--- config.mk ---
export PLATFORM = sky130hd
export DESIGN_NAME = scwh_ctrl_top
export DESIGN_NICKNAME = d
export VERILOG_FILES = /design/src/hdl/scwh_pkg.sv /design/src/hdl/scwh_step_gen.sv /design/src/hdl/scwh_ctrl_top.sv
export SDC_FILE = /design/constraint.sdc
export NUM_CORES = 1
export LEC_CHECK = 0
export BUFFER_PORTS_ARGS = -buffer_cell sky130_fd_sc_hd__buf_4
export CORE_ASPECT_RATIO = 1.1
export CORE_MARGIN = 2
export CORE_UTILIZATION = 43
export DETAILED_ROUTE_END_ITERATION = 8
export SYNTH_ARGS = -nofsm -noshare
export SYNTH_HDL_FRONTEND = slang
export SYNTH_SLANG_ARGS = --single-unit
--- constraint.sdc ---
create_clock -name ref_clk_i -period 4.7 [get_ports ref_clk_i]
set_input_delay 0.47 -clock ref_clk_i [delete_from_list [all_inputs] [get_ports ref_clk_i]]
set_output_delay 0.47 -clock ref_clk_i [all_outputs]
set_load 0.02 [all_outputs]
--- src/hdl/scwh_pkg.sv ---
// Constants, register map, codes and types for the stepper control-word handler.
// Assumes a 40 MHz clock and a 32-bit APB register bus.
`default_nettype none
package scwh_pkg;
    // Clock rate and the longest control word processing time
    localparam int CLK_MHZ      = 40;
    localparam int CW_LIMIT_US  = 3000;
    localparam int CW_LIMIT_CYC = CW_LIMIT_US * CLK_MHZ;  // Longest time, in clock cycles (exact product)
    localparam int PROC_CYC     = 4;                      // Cycles actually spent per word
    // Register byte offsets
    localparam logic [7:0] OFS_CTRL   = 8'h00;
    localparam logic [7:0] OFS_CMD    = 8'h04;
    localparam logic [7:0] OFS_PERIOD = 8'h08;
    localparam logic [7:0] OFS_ACCDEC = 8'h0c;
    localparam logic [7:0] OFS_STATUS = 8'h10;
    localparam logic [7:0] OFS_IRQST  = 8'h14;
    localparam logic [7:0] OFS_IRQMSK = 8'h18;
    // Reset values and step period limits
    localparam logic [15:0] PERIOD_RST = 16'h0064;
    localparam logic [15:0] ACCDEC_RST = 16'h0008;
    localparam logic [15:0] STOP_PER   = 16'h0400;  // Ramp ends at this period
    localparam logic [15:0] MIN_PER    = 16'h0002;
    // Status register bit positions
    localparam int ST_PROF  = 0;
    localparam int ST_BUSY  = 1;
    localparam int ST_PAUSE = 2;
    localparam int ST_EMPTY = 3;
    localparam int ST_RUN   = 4;
    localparam int ST_MODE  = 5;
    localparam int ST_CNT   = 8;
    localparam int ST_ERR   = 16;
    // Interrupt status and mask bit positions
    localparam int IRQ_QEMPTY = 0;
    localparam int IRQ_STOP   = 1;
    localparam int IRQ_BADCW  = 2;
    localparam int IRQ_REJ    = 3;
    localparam int IRQ_DONE   = 4;
    localparam int IRQ_W      = 5;
    // Command word fields: steps in [15:0]
    localparam int CMD_REV = 16;
    localparam int CMD_VEL = 17;
    localparam int CMD_W   = 18;
    // Control word numbers
    localparam logic [15:0] CW_ENABLE = 16'h0001;
    localparam logic [15:0] CW_PAUSE  = 16'h0002;
    localparam logic [15:0] CW_CONT   = 16'h0003;
    localparam logic [15:0] CW_ESTOP  = 16'h0004;
    localparam logic [15:0] CW_CSTOP  = 16'h0005;
    localparam logic [15:0] CW_STPDIR = 16'h0006;
    localparam logic [15:0] CW_CWCCW  = 16'h0007;
    // Error codes
    localparam logic [7:0] ERR_NONE     = 8'h00;
    localparam logic [7:0] ERR_BAD_WORD = 8'h07;
    // Motion sequencer states
    typedef enum logic [1:0] {RUN_IDLE, RUN_MOVE, RUN_STOP, RUN_DRAIN} scwh_run_t;
endpackage : scwh_pkg
`default_nettype wire

--- src/hdl/scwh_step_gen.sv ---
// Step pulse generator: one move at a time, with abort and ramp-down.
// Assumes start, abort and decel come from the same clock domain.
`timescale 1ns/10ps
`default_nettype none
module scwh_step_gen
    import scwh_pkg::*;
#(
    parameter int PW = 16
) (
    input  wire logic          ref_clk_i,
    input  wire logic          rst_n_i,
    input  wire logic          start_i,   // Load a new move
    input  wire logic [PW-1:0] steps_i,   // Step count
    input  wire logic          rev_i,     // Reverse direction
    input  wire logic          vel_i,     // Run until stopped
    input  wire logic [PW-1:0] period_i,  // Cycles per step
    input  wire logic [PW-1:0] accdec_i,  // Period growth per step when ramping
    input  wire logic          abort_i,   // Halt at once
    input  wire logic          decel_i,   // Ramp down to rest
    output logic               busy_o,
    output logic               step_o,
    output logic               rev_o,
    output logic               done_o
);
    if (PW < 16) begin : g_bad_pw
        $error("scwh_step_gen: PW below 16");
    end

    logic [PW-1:0] cnt_q, per_q, left_q;  // Phase, period, steps left
    logic          busy_q, vel_q, rev_q, dec_q, done_q;

    // Period wrap, ramp end and last step
    wire          wrap     = busy_q && (cnt_q >= per_q - PW'(1));
    wire [PW:0]   per_up   = {1'b0, per_q} + {1'b0, accdec_i};
    wire          ramp_end = dec_q && (per_up >= {1'b0, PW'(STOP_PER)});
    wire          last     = !vel_q && !dec_q && (left_q <= PW'(1));
    wire [PW-1:0] per_ld   = (period_i < PW'(MIN_PER)) ? PW'(MIN_PER) : period_i;

    // Move sequencing
    always_ff @(posedge ref_clk_i) begin
        if (!rst_n_i) begin
            {busy_q, vel_q, rev_q, dec_q, done_q} <= 5'h00;
            cnt_q  <= '0;
            per_q  <= '0;
            left_q <= '0;
        end else begin
            done_q <= 1'b0;
            if (abort_i) begin            // Immediate halt, no ramp
                busy_q <= 1'b0;
                dec_q  <= 1'b0;
            end else if (start_i) begin   // Zero-length move ends at once
                busy_q <= vel_i || (steps_i != '0);
                done_q <= !vel_i && (steps_i == '0);
                per_q  <= per_ld;
                cnt_q  <= '0;
                left_q <= steps_i;
                vel_q  <= vel_i;
                rev_q  <= rev_i;
                dec_q  <= 1'b0;
            end else begin
                if (decel_i && busy_q) begin
                    dec_q <= 1'b1;
                end
                if (wrap) begin           // One step period elapsed
                    cnt_q  <= '0;
                    left_q <= left_q - PW'(1);
                    if (dec_q) begin
                        per_q <= per_up[PW-1:0];
                    end
                    if (last || ramp_end) begin
                        busy_q <= 1'b0;
                        done_q <= 1'b1;
                        dec_q  <= 1'b0;
                    end
                end else if (busy_q) begin
                    cnt_q <= cnt_q + PW'(1);
                end
            end
        end
    end

    // Step high for the first half of each period
    assign step_o = busy_q && (cnt_q < (per_q >> 1));
    assign busy_o = busy_q;
    assign rev_o  = rev_q;
    assign done_o = done_q;
endmodule : scwh_step_gen
`default_nettype wire

--- src/hdl/scwh_ctrl_top.sv ---
// Control-word handler of a stepper pulse output, with APB registers.
// Assumes an APB master on ref_clk_i and a stepper drive on the two outputs.
// How it works
// - Word 1 enables profile; queue accepts then only.
// - Word 2 pauses: no queued command starts.
// - Pause lets the running move finish.
// - Word 3 clears pause, runs next command.
// - Resume during a move with a queued command aborts it.
// - Resume on empty queue: flag, ramp stop.
// - Word 4 halts pulses at once, flushes.
// - Word 5 ramps to rest, flushes queue.
// - Word 6 selects step and direction outputs.
// - Step and direction mode after reset.
// - Word 7 selects separate forward/reverse pulses.
// - Word processed within 3 ms, busy flag.
// - Profile clear halts pulses, empties queue.
//
// The implementer's own choices: the register offsets and the APB register port.
`timescale 1ns/10ps
`default_nettype none
module scwh_ctrl_top
    import scwh_pkg::*;
#(
    parameter int QDEPTH    = 4,            // Command queue depth
    parameter int CW_LIMIT  = CW_LIMIT_CYC, // Longest processing time, cycles
    parameter int PROC_DLY  = PROC_CYC      // Processing time actually used
) (
    input  wire logic        ref_clk_i,
    input  wire logic        rst_n_i,
    input  wire logic        psel_i,
    input  wire logic        penable_i,
    input  wire logic        pwrite_i,
    input  wire logic [31:0] paddr_i,
    input  wire logic [31:0] pwdata_i,
    output logic      [31:0] prdata_o,
    output logic             pready_o,
    output logic             pslverr_o,
    output logic             irq_o,
    output logic             step_cw_o,
    output logic             dir_ccw_o
);
    localparam int QW = $clog2(QDEPTH);

    if (QDEPTH < 2 || QDEPTH > 16 || (1 << QW) != QDEPTH) begin : g_bad_q
        $error("scwh_ctrl_top: QDEPTH must be a power of two, 2 to 16");
    end
    if (PROC_DLY < 1 || PROC_DLY > 15 || PROC_DLY > CW_LIMIT) begin : g_bad_proc
        $error("scwh_ctrl_top: PROC_DLY must be 1 to 15 and within CW_LIMIT");
    end

    // Register address match
    function automatic logic hit(input logic [31:0] a, input logic [7:0] ofs);
        hit = (a[31:8] == 24'h000000) && (a[7:0] == ofs);
    endfunction : hit

    // Bus answer and register state
    logic                pready_q, pslverr_q;
    logic [31:0]         prdata_q;
    logic [15:0]         cw_num_q;        // Last control word number
    logic                cw_pend_q;       // Word not yet processed
    logic [3:0]          proc_cnt_q;      // Processing time counter
    logic                prof_en_q;       // Profile enabled
    logic                paused_q;        // Pause flag
    logic                cw_mode_q;       // 0 step/dir, 1 cw/ccw
    logic [7:0]          err_q;           // Last error code
    logic [15:0]         period_q;        // Run speed, cycles per step
    logic [15:0]         accdec_q;        // Ramp rate
    logic [IRQ_W-1:0]    irq_stat_q;      // Sticky events
    logic [IRQ_W-1:0]    irq_mask_q;      // Event enables
    logic                irq_q, step_cw_q, dir_ccw_q;
    scwh_run_t           run_q, run_d;    // Motion sequencer
    logic [CMD_W-1:0]    q_mem [QDEPTH];  // Command queue storage
    logic [QW-1:0]       wr_ptr_q, rd_ptr_q;
    logic [QW:0]         q_cnt_q;         // Entries held

    // Sequencer strobes
    logic gen_start, gen_abort, gen_decel, flush, pop, stop_done, qempty_ev;
    wire  gen_busy, gen_step, gen_rev, gen_done;

    // APB decode: the write lands at the edge that samples pready high
    wire acc      = psel_i && penable_i && pready_q;
    wire wr       = acc && pwrite_i;
    wire sel_ctrl = hit(paddr_i, OFS_CTRL);
    wire sel_cmd  = hit(paddr_i, OFS_CMD);
    wire sel_per  = hit(paddr_i, OFS_PERIOD);
    wire sel_acc  = hit(paddr_i, OFS_ACCDEC);
    wire sel_st   = hit(paddr_i, OFS_STATUS);
    wire sel_ist  = hit(paddr_i, OFS_IRQST);
    wire sel_imk  = hit(paddr_i, OFS_IRQMSK);
    wire mapped   = sel_ctrl | sel_cmd | sel_per | sel_acc | sel_st | sel_ist | sel_imk;
    wire wr_ctrl  = wr && sel_ctrl && !cw_pend_q;  // Word sent while busy is dropped
    wire wr_cmd   = wr && sel_cmd;

    // Control word execution strobes
    wire cw_exec  = cw_pend_q && (proc_cnt_q == 4'(PROC_DLY - 1));
    wire cw_valid = (cw_num_q >= CW_ENABLE) && (cw_num_q <= CW_CWCCW);
    wire bad_cw   = cw_exec && !cw_valid;
    wire ex_en    = cw_exec && (cw_num_q == CW_ENABLE);
    wire ex_pause = cw_exec && (cw_num_q == CW_PAUSE);
    wire ex_cont  = cw_exec && (cw_num_q == CW_CONT);
    wire ex_estop = cw_exec && (cw_num_q == CW_ESTOP);
    wire ex_cstop = cw_exec && (cw_num_q == CW_CSTOP);
    wire ex_sd    = cw_exec && (cw_num_q == CW_STPDIR);
    wire ex_cc    = cw_exec && (cw_num_q == CW_CWCCW);
    wire prof_clr = ex_estop || bad_cw || stop_done;

    // Queue push only while the profile is enabled and room remains
    wire q_full   = (q_cnt_q == (QW+1)'(QDEPTH));
    wire q_empty  = (q_cnt_q == '0);
    wire push     = wr_cmd && prof_en_q && !q_full && !flush;
    wire rej      = wr_cmd && !push;
    wire [CMD_W-1:0] q_head = q_mem[rd_ptr_q];

    // Events and read data
    wire [IRQ_W-1:0] ev = {gen_done && (run_q == RUN_MOVE), rej, bad_cw, stop_done,
                           qempty_ev};
    wire [31:0] status_w = {8'h00, err_q, 3'h0, 5'(q_cnt_q), 2'h0, cw_mode_q,
                            gen_busy, q_empty, paused_q, cw_pend_q, prof_en_q};
    wire [31:0] rdata_w = sel_ctrl ? {16'h0000, cw_num_q} :
                          sel_per  ? {16'h0000, period_q} :
                          sel_acc  ? {16'h0000, accdec_q} :
                          sel_st   ? status_w :
                          sel_ist  ? {27'h0, irq_stat_q} :
                          sel_imk  ? {27'h0, irq_mask_q} : 32'h00000000;

    // Bus answer: one wait state, error on unmapped address
    always_ff @(posedge ref_clk_i) begin
        if (!rst_n_i) begin
            pready_q  <= 1'b0;
            pslverr_q <= 1'b0;
            prdata_q  <= 32'h00000000;
        end else begin
            pready_q  <= psel_i && penable_i && !pready_q;
            pslverr_q <= psel_i && penable_i && !pready_q && !mapped;
            prdata_q  <= rdata_w;
        end
    end

    // Control word capture and processing time
    always_ff @(posedge ref_clk_i) begin
        if (!rst_n_i) begin
            cw_num_q   <= 16'h0000;
            cw_pend_q  <= 1'b0;
            proc_cnt_q <= 4'h0;
        end else if (wr_ctrl) begin       // Busy until processed
            cw_num_q   <= pwdata_i[15:0];
            cw_pend_q  <= 1'b1;
            proc_cnt_q <= 4'h0;
        end else if (cw_exec) begin
            cw_pend_q  <= 1'b0;
        end else if (cw_pend_q) begin
            proc_cnt_q <= proc_cnt_q + 4'h1;
        end
    end

    // Software-written speed, ramp and interrupt mask settings
    always_ff @(posedge ref_clk_i) begin
        if (!rst_n_i) begin
            period_q   <= PERIOD_RST;
            accdec_q   <= ACCDEC_RST;
            irq_mask_q <= '0;
        end else begin
            if (wr && sel_per) period_q <= pwdata_i[15:0];
            if (wr && sel_acc) accdec_q <= pwdata_i[15:0];
            if (wr && sel_imk) irq_mask_q <= pwdata_i[IRQ_W-1:0];
        end
    end

    // Profile, pause, mode and error flags
    always_ff @(posedge ref_clk_i) begin
        if (!rst_n_i) begin
            prof_en_q <= 1'b0;
            paused_q  <= 1'b0;
            cw_mode_q <= 1'b0;            // Step/direction by default
            err_q     <= ERR_NONE;
        end else begin
            if (prof_clr) prof_en_q <= 1'b0;
            else if (ex_en) prof_en_q <= 1'b1;
            if (ex_pause) paused_q <= 1'b1;
            else if (ex_cont) paused_q <= 1'b0;
            if (ex_sd) cw_mode_q <= 1'b0;
            else if (ex_cc) cw_mode_q <= 1'b1;
            if (bad_cw) err_q <= ERR_BAD_WORD;
            else if (cw_exec) err_q <= ERR_NONE;
        end
    end

    // Motion sequencer: queue start, then control word overrides
    always_comb begin
        run_d     = run_q;
        gen_start = 1'b0;
        gen_abort = 1'b0;
        gen_decel = 1'b0;
        flush     = 1'b0;
        pop       = 1'b0;
        stop_done = 1'b0;
        qempty_ev = 1'b0;
        case (run_q)
            RUN_IDLE: begin                         // Paused queue holds
                if (prof_en_q && !paused_q && !q_empty && !cw_exec) begin
                    gen_start = 1'b1;
                    pop       = 1'b1;
                    run_d     = RUN_MOVE;
                end
            end
            RUN_MOVE: begin                         // Runs on through pause
                if (gen_done) run_d = RUN_IDLE;
            end
            RUN_STOP: begin                         // Stop complete ends profile
                if (!gen_busy) begin
                    stop_done = 1'b1;
                    flush     = 1'b1;
                    run_d     = RUN_IDLE;
                end
            end
            RUN_DRAIN: begin
                if (!gen_busy) run_d = RUN_IDLE;
            end
            default: run_d = RUN_IDLE;
        endcase
        if (ex_cont) begin
            if (q_empty) begin                      // Nothing left: ramp down
                qempty_ev = 1'b1;
                if (run_q == RUN_MOVE) begin
                    gen_decel = 1'b1;
                    run_d     = RUN_DRAIN;
                end
            end else if (run_q == RUN_MOVE) begin   // Cut move short
                gen_abort = 1'b1;
                run_d     = RUN_IDLE;
            end
        end
        if (ex_estop || bad_cw) begin               // Halt now, flush
            gen_abort = 1'b1;
            flush     = 1'b1;
            stop_done = 1'b0;
            run_d     = RUN_IDLE;
        end
        if (ex_cstop) begin                         // Ramp to rest, flush
            flush = 1'b1;
            if (run_q != RUN_IDLE) begin
                gen_decel = 1'b1;
                run_d     = RUN_STOP;
            end else begin
                stop_done = 1'b1;
            end
        end
    end

    // Sequencer state
    always_ff @(posedge ref_clk_i) begin
        if (!rst_n_i) run_q <= RUN_IDLE;
        else run_q <= run_d;
    end

    // Command queue pointers; flush wins over push and pop
    always_ff @(posedge ref_clk_i) begin
        if (!rst_n_i || flush) begin
            wr_ptr_q <= '0;
            rd_ptr_q <= '0;
            q_cnt_q  <= '0;
        end else begin
            if (push) wr_ptr_q <= wr_ptr_q + QW'(1);
            if (pop) rd_ptr_q <= rd_ptr_q + QW'(1);
            if (push && !pop) q_cnt_q <= q_cnt_q + (QW+1)'(1);
            else if (pop && !push) q_cnt_q <= q_cnt_q - (QW+1)'(1);
        end
    end

    // Queue storage, no reset needed
    always_ff @(posedge ref_clk_i) begin
        if (push) q_mem[wr_ptr_q] <= pwdata_i[CMD_W-1:0];
    end

    // Sticky events: a new event beats a write-one clear
    always_ff @(posedge ref_clk_i) begin
        if (!rst_n_i) begin
            irq_stat_q <= '0;
            irq_q      <= 1'b0;
        end else begin
            irq_stat_q <= (irq_stat_q & ~((wr && sel_ist) ? pwdata_i[IRQ_W-1:0] : '0)) | ev;
            irq_q      <= |(irq_stat_q & irq_mask_q);
        end
    end

    // Pulse generator
    scwh_step_gen #(.PW(16)) u_gen (
        .ref_clk_i (ref_clk_i),
        .rst_n_i   (rst_n_i),
        .start_i   (gen_start),
        .steps_i   (q_head[15:0]),
        .rev_i     (q_head[CMD_REV]),
        .vel_i     (q_head[CMD_VEL]),
        .period_i  (period_q),
        .accdec_i  (accdec_q),
        .abort_i   (gen_abort),
        .decel_i   (gen_decel),
        .busy_o    (gen_busy),
        .step_o    (gen_step),
        .rev_o     (gen_rev),
        .done_o    (gen_done)
    );

    // Output pin mapping per mode
    always_ff @(posedge ref_clk_i) begin
        if (!rst_n_i) begin
            step_cw_q <= 1'b0;
            dir_ccw_q <= 1'b0;
        end else if (cw_mode_q) begin               // Separate pulse lines
            step_cw_q <= gen_step && !gen_rev;
            dir_ccw_q <= gen_step && gen_rev;
        end else begin                              // Step plus level
            step_cw_q <= gen_step;
            dir_ccw_q <= gen_rev;
        end
    end

    assign prdata_o  = prdata_q;
    assign pready_o  = pready_q;
    assign pslverr_o = pslverr_q;
    assign irq_o     = irq_q;
    assign step_cw_o = step_cw_q;
    assign dir_ccw_o = dir_ccw_q;
endmodule : scwh_ctrl_top
`default_nettype wire

# Word level (Yosys, flattened, before mapping)
# Memories as Yosys holds them, arrays and structs flattened. A register that Yosys moved wholly into a read port is not among the register bits.
# Cells that the tools add are included.
# op_classes
n_addsub	9
magnitude_cmp	7
eq_ne	18
mux	69
bitwise_logic	13
n_reduce_logical	99
# ops
cell	count
$mux W16	12
$eq A16 B3 Y1 const B	4
$logic_and A1 B1 Y1	48
$mux W1	36
$eq A16 B2 Y1 const B	2
$sub A16 B1 Y16 const B	2
$eq A8 B5 Y1 const B	3
$logic_not A24 Y1	1
$mux W2	12
$mux W19	1
$add A16 B16 Y17	1
$ge A17 B11 Y1 const B	1
$add A16 B1 Y16 const B	1
$eq A16 B1 Y1 const B	1
$eq A8 B4 Y1 const B	2
$ge A16 B1 Y1 const B	1
$ge A16 B16 Y1	1
$le A16 B1 Y1 const B	1
$le A16 B3 Y1 const B	1
$logic_not A1 Y1	16
$logic_not A16 Y1	1
$lt A16 B15 Y1	1
$lt A16 B2 Y1 const B	1
$reduce_bool A16 Y1	1
30 further kinds	64
# totals
ff_bits	163
ramBits	72
output_inout_bits	37
word_cells	247
n_memories	1
# memory_table
name	words	width	rd	rd_ports_with_merged_regs	write_ports	line_no	text
q_mem	4	18	1	1	1	scwh_ctrl_top.sv:72	logic [CMD_W-1:0] q_mem [QDEPTH];

# Logic depth before layout (Yosys ltp)
# Gate-level depths: netlist of run 1.
# depth
ltp_word	13
mapped_depth	17

# Hierarchy
# From an unflattened synthesis of run 1, not the netlist that was laid out.
# hier_totals
cells_unflattened	1220
area_unflattened_um2	11761.3
# modules_own_cells
mod	instances	cells_each	area_each_um2	seq_area_each_um2
scwh_ctrl_top	1	637	7236.9	4164.0
scwh_step_gen	1	583	4524.3	1061.0

# Worst setup path after synthesis of run 1
# Ideal clock, no wire load.
# synth_path
kind	register -> register
start	reg u_gen.per_q[1]
end	reg u_gen.left_q[11]
setup_time_ns	0.119
arrival_time_ns	3.601
slack_ns	0.980
path_stages_with_launch	16
path_buffers	1
synth_period_minus_slack_ns	3.720
cell_sequence	dfxtp_1 -> nor3_1 -> nand2_1 -> nor4_1 -> nand3_1 -> nor4_1 -> xnor2_1 -> ha_1 -> a21oi_1 -> o21ai_0 -> a2111oi_0 -> o21ai_0 -> a21oi_1 -> buf_2 -> nor3_1 -> o221a_2
# synth_via
elab_chain_len	5
# synth_lines
item	line_no	text
start, declared	scwh_step_gen.sv:29	logic [PW-1:0] cnt_q, per_q, left_q;
start signal, assigned	scwh_step_gen.sv:54	per_q <= per_ld;
start signal, assigned	scwh_step_gen.sv:68	per_q <= per_up[PW-1:0];
$sub A16 B1 Y16	scwh_step_gen.sv:33	wire wrap = busy_q && (cnt_q >= per_q - PW'(1));
$ge A16 B16 Y1	scwh_step_gen.sv:33	
$logic_and A1 B1 Y1	scwh_step_gen.sv:33	
$reduce_bool A2 Y1 (no line)	-	
$reduce_and A2 Y1 (no line)	-	
end signal, assigned	scwh_step_gen.sv:56	left_q <= steps_i;
end signal, assigned	scwh_step_gen.sv:66	left_q <= left_q - PW'(1);
end, declared	scwh_step_gen.sv:29	
# Every way passes these cells.
# A chain may end at the register's enable or synchronous reset.

# Worst setup path in the final report of run 1
# layout_path
start	reg u_gen.per_q[1]
end	reg u_gen.per_q[10]
# layout_via
elab_chain_len	5
word_cells_on_any_way	9
# layout_lines
item	line_no
$sub A16 B1 Y16	scwh_step_gen.sv:33
$ge A16 B16 Y1	scwh_step_gen.sv:33
$logic_and A1 B1 Y1	scwh_step_gen.sv:33
$reduce_bool A2 Y1 (no line)	-
$reduce_and A3 Y1 (no line)	-
# Several ways; a longest one is shown, not always the timed one. The select of a mux whose other input is x is not followed.

==> results.md, run 1 <==
- # H-tree levels: 1
- Die Area: 28300 um^2
- Max IR drop VDD: 0.000325 V
- DR iter-0 viols: 775
- Max Cap Viol: 0
- Reg power frac: 46.9%
- Multi-input logic area: 5930 um^2
- Critical path origin: u_gen.per_q[1]
- Antenna violation net count after detailed routing: 0
- Die H: 176 um
- Placed Area: 12400 um^2
- RSZ-0062 raised after global routing: no
- Critical Path Fanout Max: 15
- Ports: 106
- Filler cell count: 2505
- Synth area leaders: dfxtp_1 (26%), edfxtp_1 (19%), ha_1 (6.0%), a21oi_1 (5.4%), nand2_1 (5.0%)
- WL/cell: 19.2 um
- Hold Path Class: in -> reg
- Area share of the largest cell type after synthesis: 26.4%
- Ys async rst share: 0%
- Final hold vios: 0
- Routability cong.: 0.893
- R2r setup slk: 450 ps
- Via count of the routed design: 9630
- Final WL: 32100 um
- Max-slew headroom: 19.6%
- Synthesized area per cell: 9.43 um^2
- Initial antenna violation count: 1
- Chip width: 161 um
- Final worst path period share: 90.4%
- Power Density: 320 nW/um^2
- Synth-to-Final Area Change: 15.3%
- Combinational fraction of design power: 3.0%
- FF+latch count, synth: 225
- Worst reg2reg startpoint: u_gen.per_q[1]
- DP HPWL: 23000 um
- Status: finished clean
- Sw power: 0.000921 W
- HP Start: pwdata_i[16]
- CTS tree: done
- GRT Util Overall: 22.5%
- Warning count from the yosys run: 0
- DRC viols: 0
- Setup violators final: 0
- Pins Over Slew Limit: 0
- Leak Pwr: 5.06 nW
- Total negative slack: 0 ps
- PortBufs: 78
- CTS Buf Count: 26
- Most frequent CP cell: nand2_1
- Int Power: 0.00336 W
- CTS Root Buffer Type: clkbuf_16
- Final critical-path required period: 4250 ps
- Worst-margin pin slew: 1210 ps
- Crit-path cells: inv_1, ha_1, nand3_1, nor3_1, nand2_1, nor4_1, nand2_1, xnor2_1, ha_1, nand2_1, o21ai_0, a2111oi_0, buf_4, o21ai_0, a21oi_1, buf_4, nor2_2, a311oi_1
- Slowest cell delay on critical path: 560 ps
- Grt ovf: 0
- Mapped cell area: 11600 um^2
- CP top delay family: simple AND/OR/NAND/NOR gates
- Clock transition at path regs: 60 ps
- Setup Crit Path Kind: reg -> reg
- Vias per cell: 5.76
- Clock sink total: 225
- Critical path buffers and inverters: 3
- Synth area leader: dfxtp_1
- CORE AREA: 26700 um^2
- Crit end category: flip-flop
- Crit path DAT: 4620 ps
- Vias in the first global route: 9242
- Top_reg_cell synth: dfxtp_1
- Synth unique cells: 83
- Fin nets: 1421
- Max Fclk: 0.235 GHz
- Total power: 0.00428 W
- Startpoint Class: flip-flop
- Diode count: 0
- Layout cell share with drive strength beyond 1: 13.8%
- Insertion delay to the later sink of the worst-skew pair: 540 ps
- Data required time of the critical path: 5070 ps
- Power share of the clock group: 50.1%
- Final Cell Area: 13400 um^2
- Sw Share: 21.5%
- Largest net degree at the start of global routing: 43
- Pre-antenna DRT Iters: 6
- Register area share after synthesis: 45.0%
- Syn Inst Count: 1231
- Clock Tree Buf Depth: 3
- EDFF count, synth: 72
- FP Rows: 63
- Final Skew: 18.2 ps
- Slowest stage cell, crit path: nor2_2
- Global-route wire length before repair: 50900 um
- Initial Utilization: 43.4%
- Sequential Area: 5230 um^2
[per-layer routing]
| layer | GRT usage, % | part of all wire (%) | vias up |
|---|---|---|---|
| met2 | 37.1 | 47 | 285 |
| met5 | 0 | 0 | - |
| met3 | 2.75 | 5.2 | 50 |
| li1 | - | - | 4671 |
| met4 | 7.39 | 3.0 | 0 |
| met1 | 30.8 | 45 | 4624 |
[cells in the final DEF (no fill, tap or decap), drive strengths merged, types with 6 or more instances in the layout]
cell,count
mux2i,22
nand4,24
clkbuf,34
a221oi,7
edfxtp,72
o31ai,12
mux4,18
nand2,155
nor4,29
xnor2,27
buf,96
a311oi,9
nor2,115
a31oi,11
a21oi,126
and2,11
nand3,44
xor2,19
a211oi,17
inv,36
ha,56
a22oi,7
nor3,26
a21o,10
dfxtp,153
o21a,6
and4,6
or3,8
o21ai,39
and3,10
nor2b,6
conb,13
[power groups by stage]
stage / clock [W] / combinational [W] / sequential [W]
after CTS: 0.00219 / 0.000129 / 0.00201
after detailed placement: 0 / 0.000129 / 0.00205
after global placement: 0 / 0.000129 / 0.00205
after floorplan: 0 / 0.0000612 / 0.00205
after global routing: 0.00226 / 0.000140 / 0.00201
final: 0.00214 / 0.000130 / 0.00201
[flip-flops by register name, summed over array words and instances (netlist names), 16 cells and up, named ones only]
signal	count
accdec_q	16
cw_num_q	16
prdata_o	17
u_gen.left_q	16
q_mem	72
u_gen.per_q	16
u_gen.cnt_q	16
period_q	16
[cell type report]
class / instances / area share, %
multi-input combinational: 910 / 44.3
clock inverter: 14 / 1.52
sequential: 225 / 39.1
clock buffer: 34 / 5.39
tap: 357 / 3.34
inverter: 35 / 0.982
timing repair buffer: 96 / 5.39
[synthesized netlist by cell type, types with 7 or more instances]
library cell	count
nand4_1	24
mux2i_1	22
o31ai_1	12
o21ai_0	35
a221oi_1	7
nand2_1	155
inv_1	34
and2_1	11
a311oi_1	9
buf_4	16
nand3_1	44
a211oi_1	16
buf_2	16
mux4_2	18
xor2_1	19
dfxtp_1	153
and3_1	8
edfxtp_1	72
a21o_1	10
xnor2_1	27
nor3_1	25
or3_1	8
nor2_1	112
a22oi_1	7
a31oi_1	11
nor4_1	28
a21oi_1	126
ha_1	56
clkbuf_1	32
[stage by stage]
stage	util (%)	cells	worst slack [ps]	hold WS (ps)
floorplan	-	1243	980	415
global placement	46.6	1623	499	436
detailed placement	46.6	1623	456	430
CTS	50.0	1671	422	108
global route	50.1	1671	89.1	117
finish	50.1	1671	450	131
[repair_timing]
item	CTS	global route
resized for setup	0	1
hold buffers	0	0
setup buffers	0	0
setup endpoints to repair	0	1
[final timing paths]
kind,end,cells past startpoint
worst max-delay path,u_gen.per_q[10],18
worst min-delay path,q_mem[0][16],1
worst max register to register,u_gen.per_q[10],18
worst min register to register,prdata_o[17],2
[cells by family after synthesis]
group | after synthesis | synth area share, %
flops | 225 | 45.0
xor+xnor | 46 | 3.47
compound gates | 297 | 16.5
other cells | 1 | 0.0323
mux | 40 | 5.39
simple gates | 456 | 18.9
buf+inv | 108 | 4.32
fa+ha+maj | 58 | 6.38
Power figures use the tool's default switching activity.
==> run 2: changes to the inputs <==
- BUFFER_PORTS_ARGS: -buffer_cell sky130_fd_sc_hd__buf_4 -> -buffer_cell sky130_fd_sc_hd__buf_2
- CORE_UTILIZATION: 43 -> 50
- PLACE_DENSITY: unset -> 0.69
- SYNTH_HIERARCHICAL: unset -> 1
==> run 2 against run 1 <==
Net effect:
- utilization is 6.9 points higher
- final area is 2.1% lower
- register-to-register slack better by 340 ps
- non-clock buffer count is 7 lower
- sequential power hardly changed
- die area is 13% lower
- first-iteration DRC count is 2.1% lower
- critical path type unchanged
- critical endpoint is now u_gen/left_q[9]
- largest power group unchanged
==> results.md, run 2 <==
- Status: finished clean
- EDFF count, synth: 72
- Final Skew: 13.9 ps
- Area share of the largest cell type after synthesis: 26.0%
- Hold Path Class: in -> reg
- DRC viols: 0
- Largest net degree at the start of global routing: 67
- Max Cap Viol: 0
- Pins Over Slew Limit: 0
- Slowest cell delay on critical path: 380 ps
- Final WL: 29400 um
- Crit-path cells: nor2_1, nand3_1, nor4_1, nand3_1, nor4_1, xnor2_1, ha_1, a21o_1, a21o_1, a21o_1, a22oi_4, nand3_4, nand2_1, buf_4, nor2_1, o221a_2
- Crit end category: flip-flop
- Synth area leader: dfxtp_1
- Setup violators final: 0
- Hold path cells: 1
- Clock Tree Buf Depth: 3
- Routability cong.: 0.933
- FP Rows: 58
- # H-tree levels: 1
- M2 GR Usage: 40.5%
- Post-CTS Setup Repair Bufs: 0
- Synth area leaders: dfxtp_1 (26%), edfxtp_1 (18%), ha_1 (6.0%), nor2_1 (4.1%), nand2_1 (3.8%)
- Initial antenna violation count: 0
- Most common cell after layout, fill and taps aside: dfxtp_1
- Antenna violation net count after detailed routing: 0
- WL/cell: 18.5 um
- Layout cell share with drive strength beyond 1: 13.8%
- PortBufs: 78
- Pre-antenna DRT Iters: 6
- Leak Pwr: 5.10 nW
- Post-cts sizing count: 0
- Crit path depth: 16
- CTS tree: done
- Core Util, Final: 57.0%
- Slowest stage cell, crit path: nor4_1
- CORE AREA: 23000 um^2
- CTS Hold Bufs: 0
- Synthesized area per cell: 9.64 um^2
- Final worst path period share: 83.2%
- CP top delay family: simple AND/OR/NAND/NOR gates
- RSZ-0062 raised after global routing: no
- Max IR drop VDD: 0.000299 V
- Vias in the first global route: 8810
- Register area share after synthesis: 44.4%
- Most frequent cell after synthesis: dfxtp_1
- CTS Buf Count: 25
- Met1 usage in global routing: 31.9%
- Total negative slack: 0 ps
- FF+latch count, synth: 225
- Initial Utilization: 51.1%
- Data required time of the critical path: 5120 ps
- Via count of the routed design: 9457
- Crit path DAT: 4330 ps
- Insertion delay to the later sink of the worst-skew pair: 540 ps
- Post-synth top cells: dfxtp_1 (153), nor2_1 (129), nand2_1 (118), edfxtp_1 (72), nand3_1 (68)
- Grt ovf: 0
- Critical path buffers and inverters: 1
- Setup Crit Path Kind: reg -> reg
- Gr busiest metal: met2
- Die Area: 24800 um^2
- DR iter-0 viols: 759
- Max-slew headroom: 35.9%
- Warning count from the yosys run: 6
- DP HPWL: 20900 um
- GRT Util Overall: 23.8%
- Final critical-path required period: 3910 ps
- Clock transition at path regs: 60 ps
- Worst-margin pin slew: 962 ps
- Fin nets: 1396
- Worst R2R Path Depth: 16
- Met3 usage: 3.07%
- Diode count: 0
- Power Density: 318 nW/um^2
- Final hold vios: 0
- Die H: 165 um
- Chip width: 150 um
- Synth unique cells: 79
- Top_reg_cell synth: dfxtp_1
- Most flops, register: q_mem
- Critical Path Fanout Max: 30
- Synth-to-Final Area Change: 11.4%
- Clock sink total: 225
- Mapped cell area: 11800 um^2
- Largest register FFs: 72
- Global-route wire length before repair: 46400 um
- Startpoint Class: flip-flop
- Most frequent CP cell: a21o_1
- Most frequent cells in the layout: dfxtp_1 (153), nor2_1 (129), nand2_1 (118)
- Syn Inst Count: 1220
- CTS Root Buffer Type: clkbuf_16
- Max Fclk: 0.256 GHz
- Vias per cell: 5.96
- Ys async rst share: 0%
- Ports: 106
==> run 2: cell count changes in the layout (fill, tap and decap cells not counted), moves of 14 or more <==
cell,delta
buf_4,-84
o211ai_1,+14
buf_2,+77
mux2i_1,+15
a21oi_1,-63
nand2_1,-37
o21ai_0,+26
nand3_1,+24
nor2_1,+17
==> run 2: power breakdown <==
group	internal (W)	leakage (nW)	switching, W
Sequential	0.00200	1.88	0.000000310
Combinational	0.0000295	2.79	0.0000835
Clock	0.00124	0.425	0.000804
==> run 2: final timing paths <==
check | to | slack, ps | start
worst max-delay path | u_gen/left_q[9] | 790 | u_gen/per_q[2]
worst min-delay path | q_mem[1][16] | 150 | pwdata_i[16]
worst max register to register | u_gen/left_q[9] | 790 | u_gen/per_q[2]
worst min register to register | prdata_o[17] | 440 | err_q[1]
==> run 2: layout make-up <==
class | instances | area (um^2)
well taps | 300 | 375
multi-input cells | 889 | 6010
flip-flops and latches | 225 | 5230
clock inverters | 12 | 153
inverters | 39 | 146
clock buffers | 34 | 721
fillers | 2000 | 9900
repair buffers | 89 | 475
==> run 2: logic make-up (layout without fill, tap and decap cells) <==
family          after synthesis  after routing  synth area share (%)
buf+inv                     118            174                  5.06
mux                          57             57                  6.79
compound gates              277            277                  15.6
fa+ha+maj                    58             58                  6.30
xor+xnor                     48             48                  3.57
other cells                   1             13                0.0319
flops                       225            225                  44.4
simple gates                436            436                  18.2
==> run 2: per-layer routing <==
metal  wire (um)  vias to the layer above
li1            -                     4581
met1       12600                     4504
met3        1950                       54
met2       14200                      318
met5           0                        -
met4         667                        0
==> run 2: per-stage QoR <==
stage	total power, W	hold slack, ps	setup WS, ps	std cells	cell area [um^2]
6_report	0.00417	150	788	1588	13100
5_1_grt	0.00428	136	508	1588	13100
4_1_cts	0.00419	132	773	1588	13100
2_1_floorplan	0.00211	410	1400	1232	11800
3_3_place_gp	0.00216	426	864	1542	12200
3_5_place_dp	0.00216	427	814	1542	12200
==> run 2: worst register-to-register path, cell delays in order (launching register included) <==
cell and delay, ps:
dfxtp_1 370, nor2_1 210, nand3_1 170, nor4_1 380, nand3_1 200, nor4_1 290, xnor2_1 180, ha_1 280
a21o_1 180, a21o_1 160, a21o_1 210, a22oi_4 240, nand3_4 140, nand2_1 130, buf_4 310, nor2_1 110
o221a_2 240
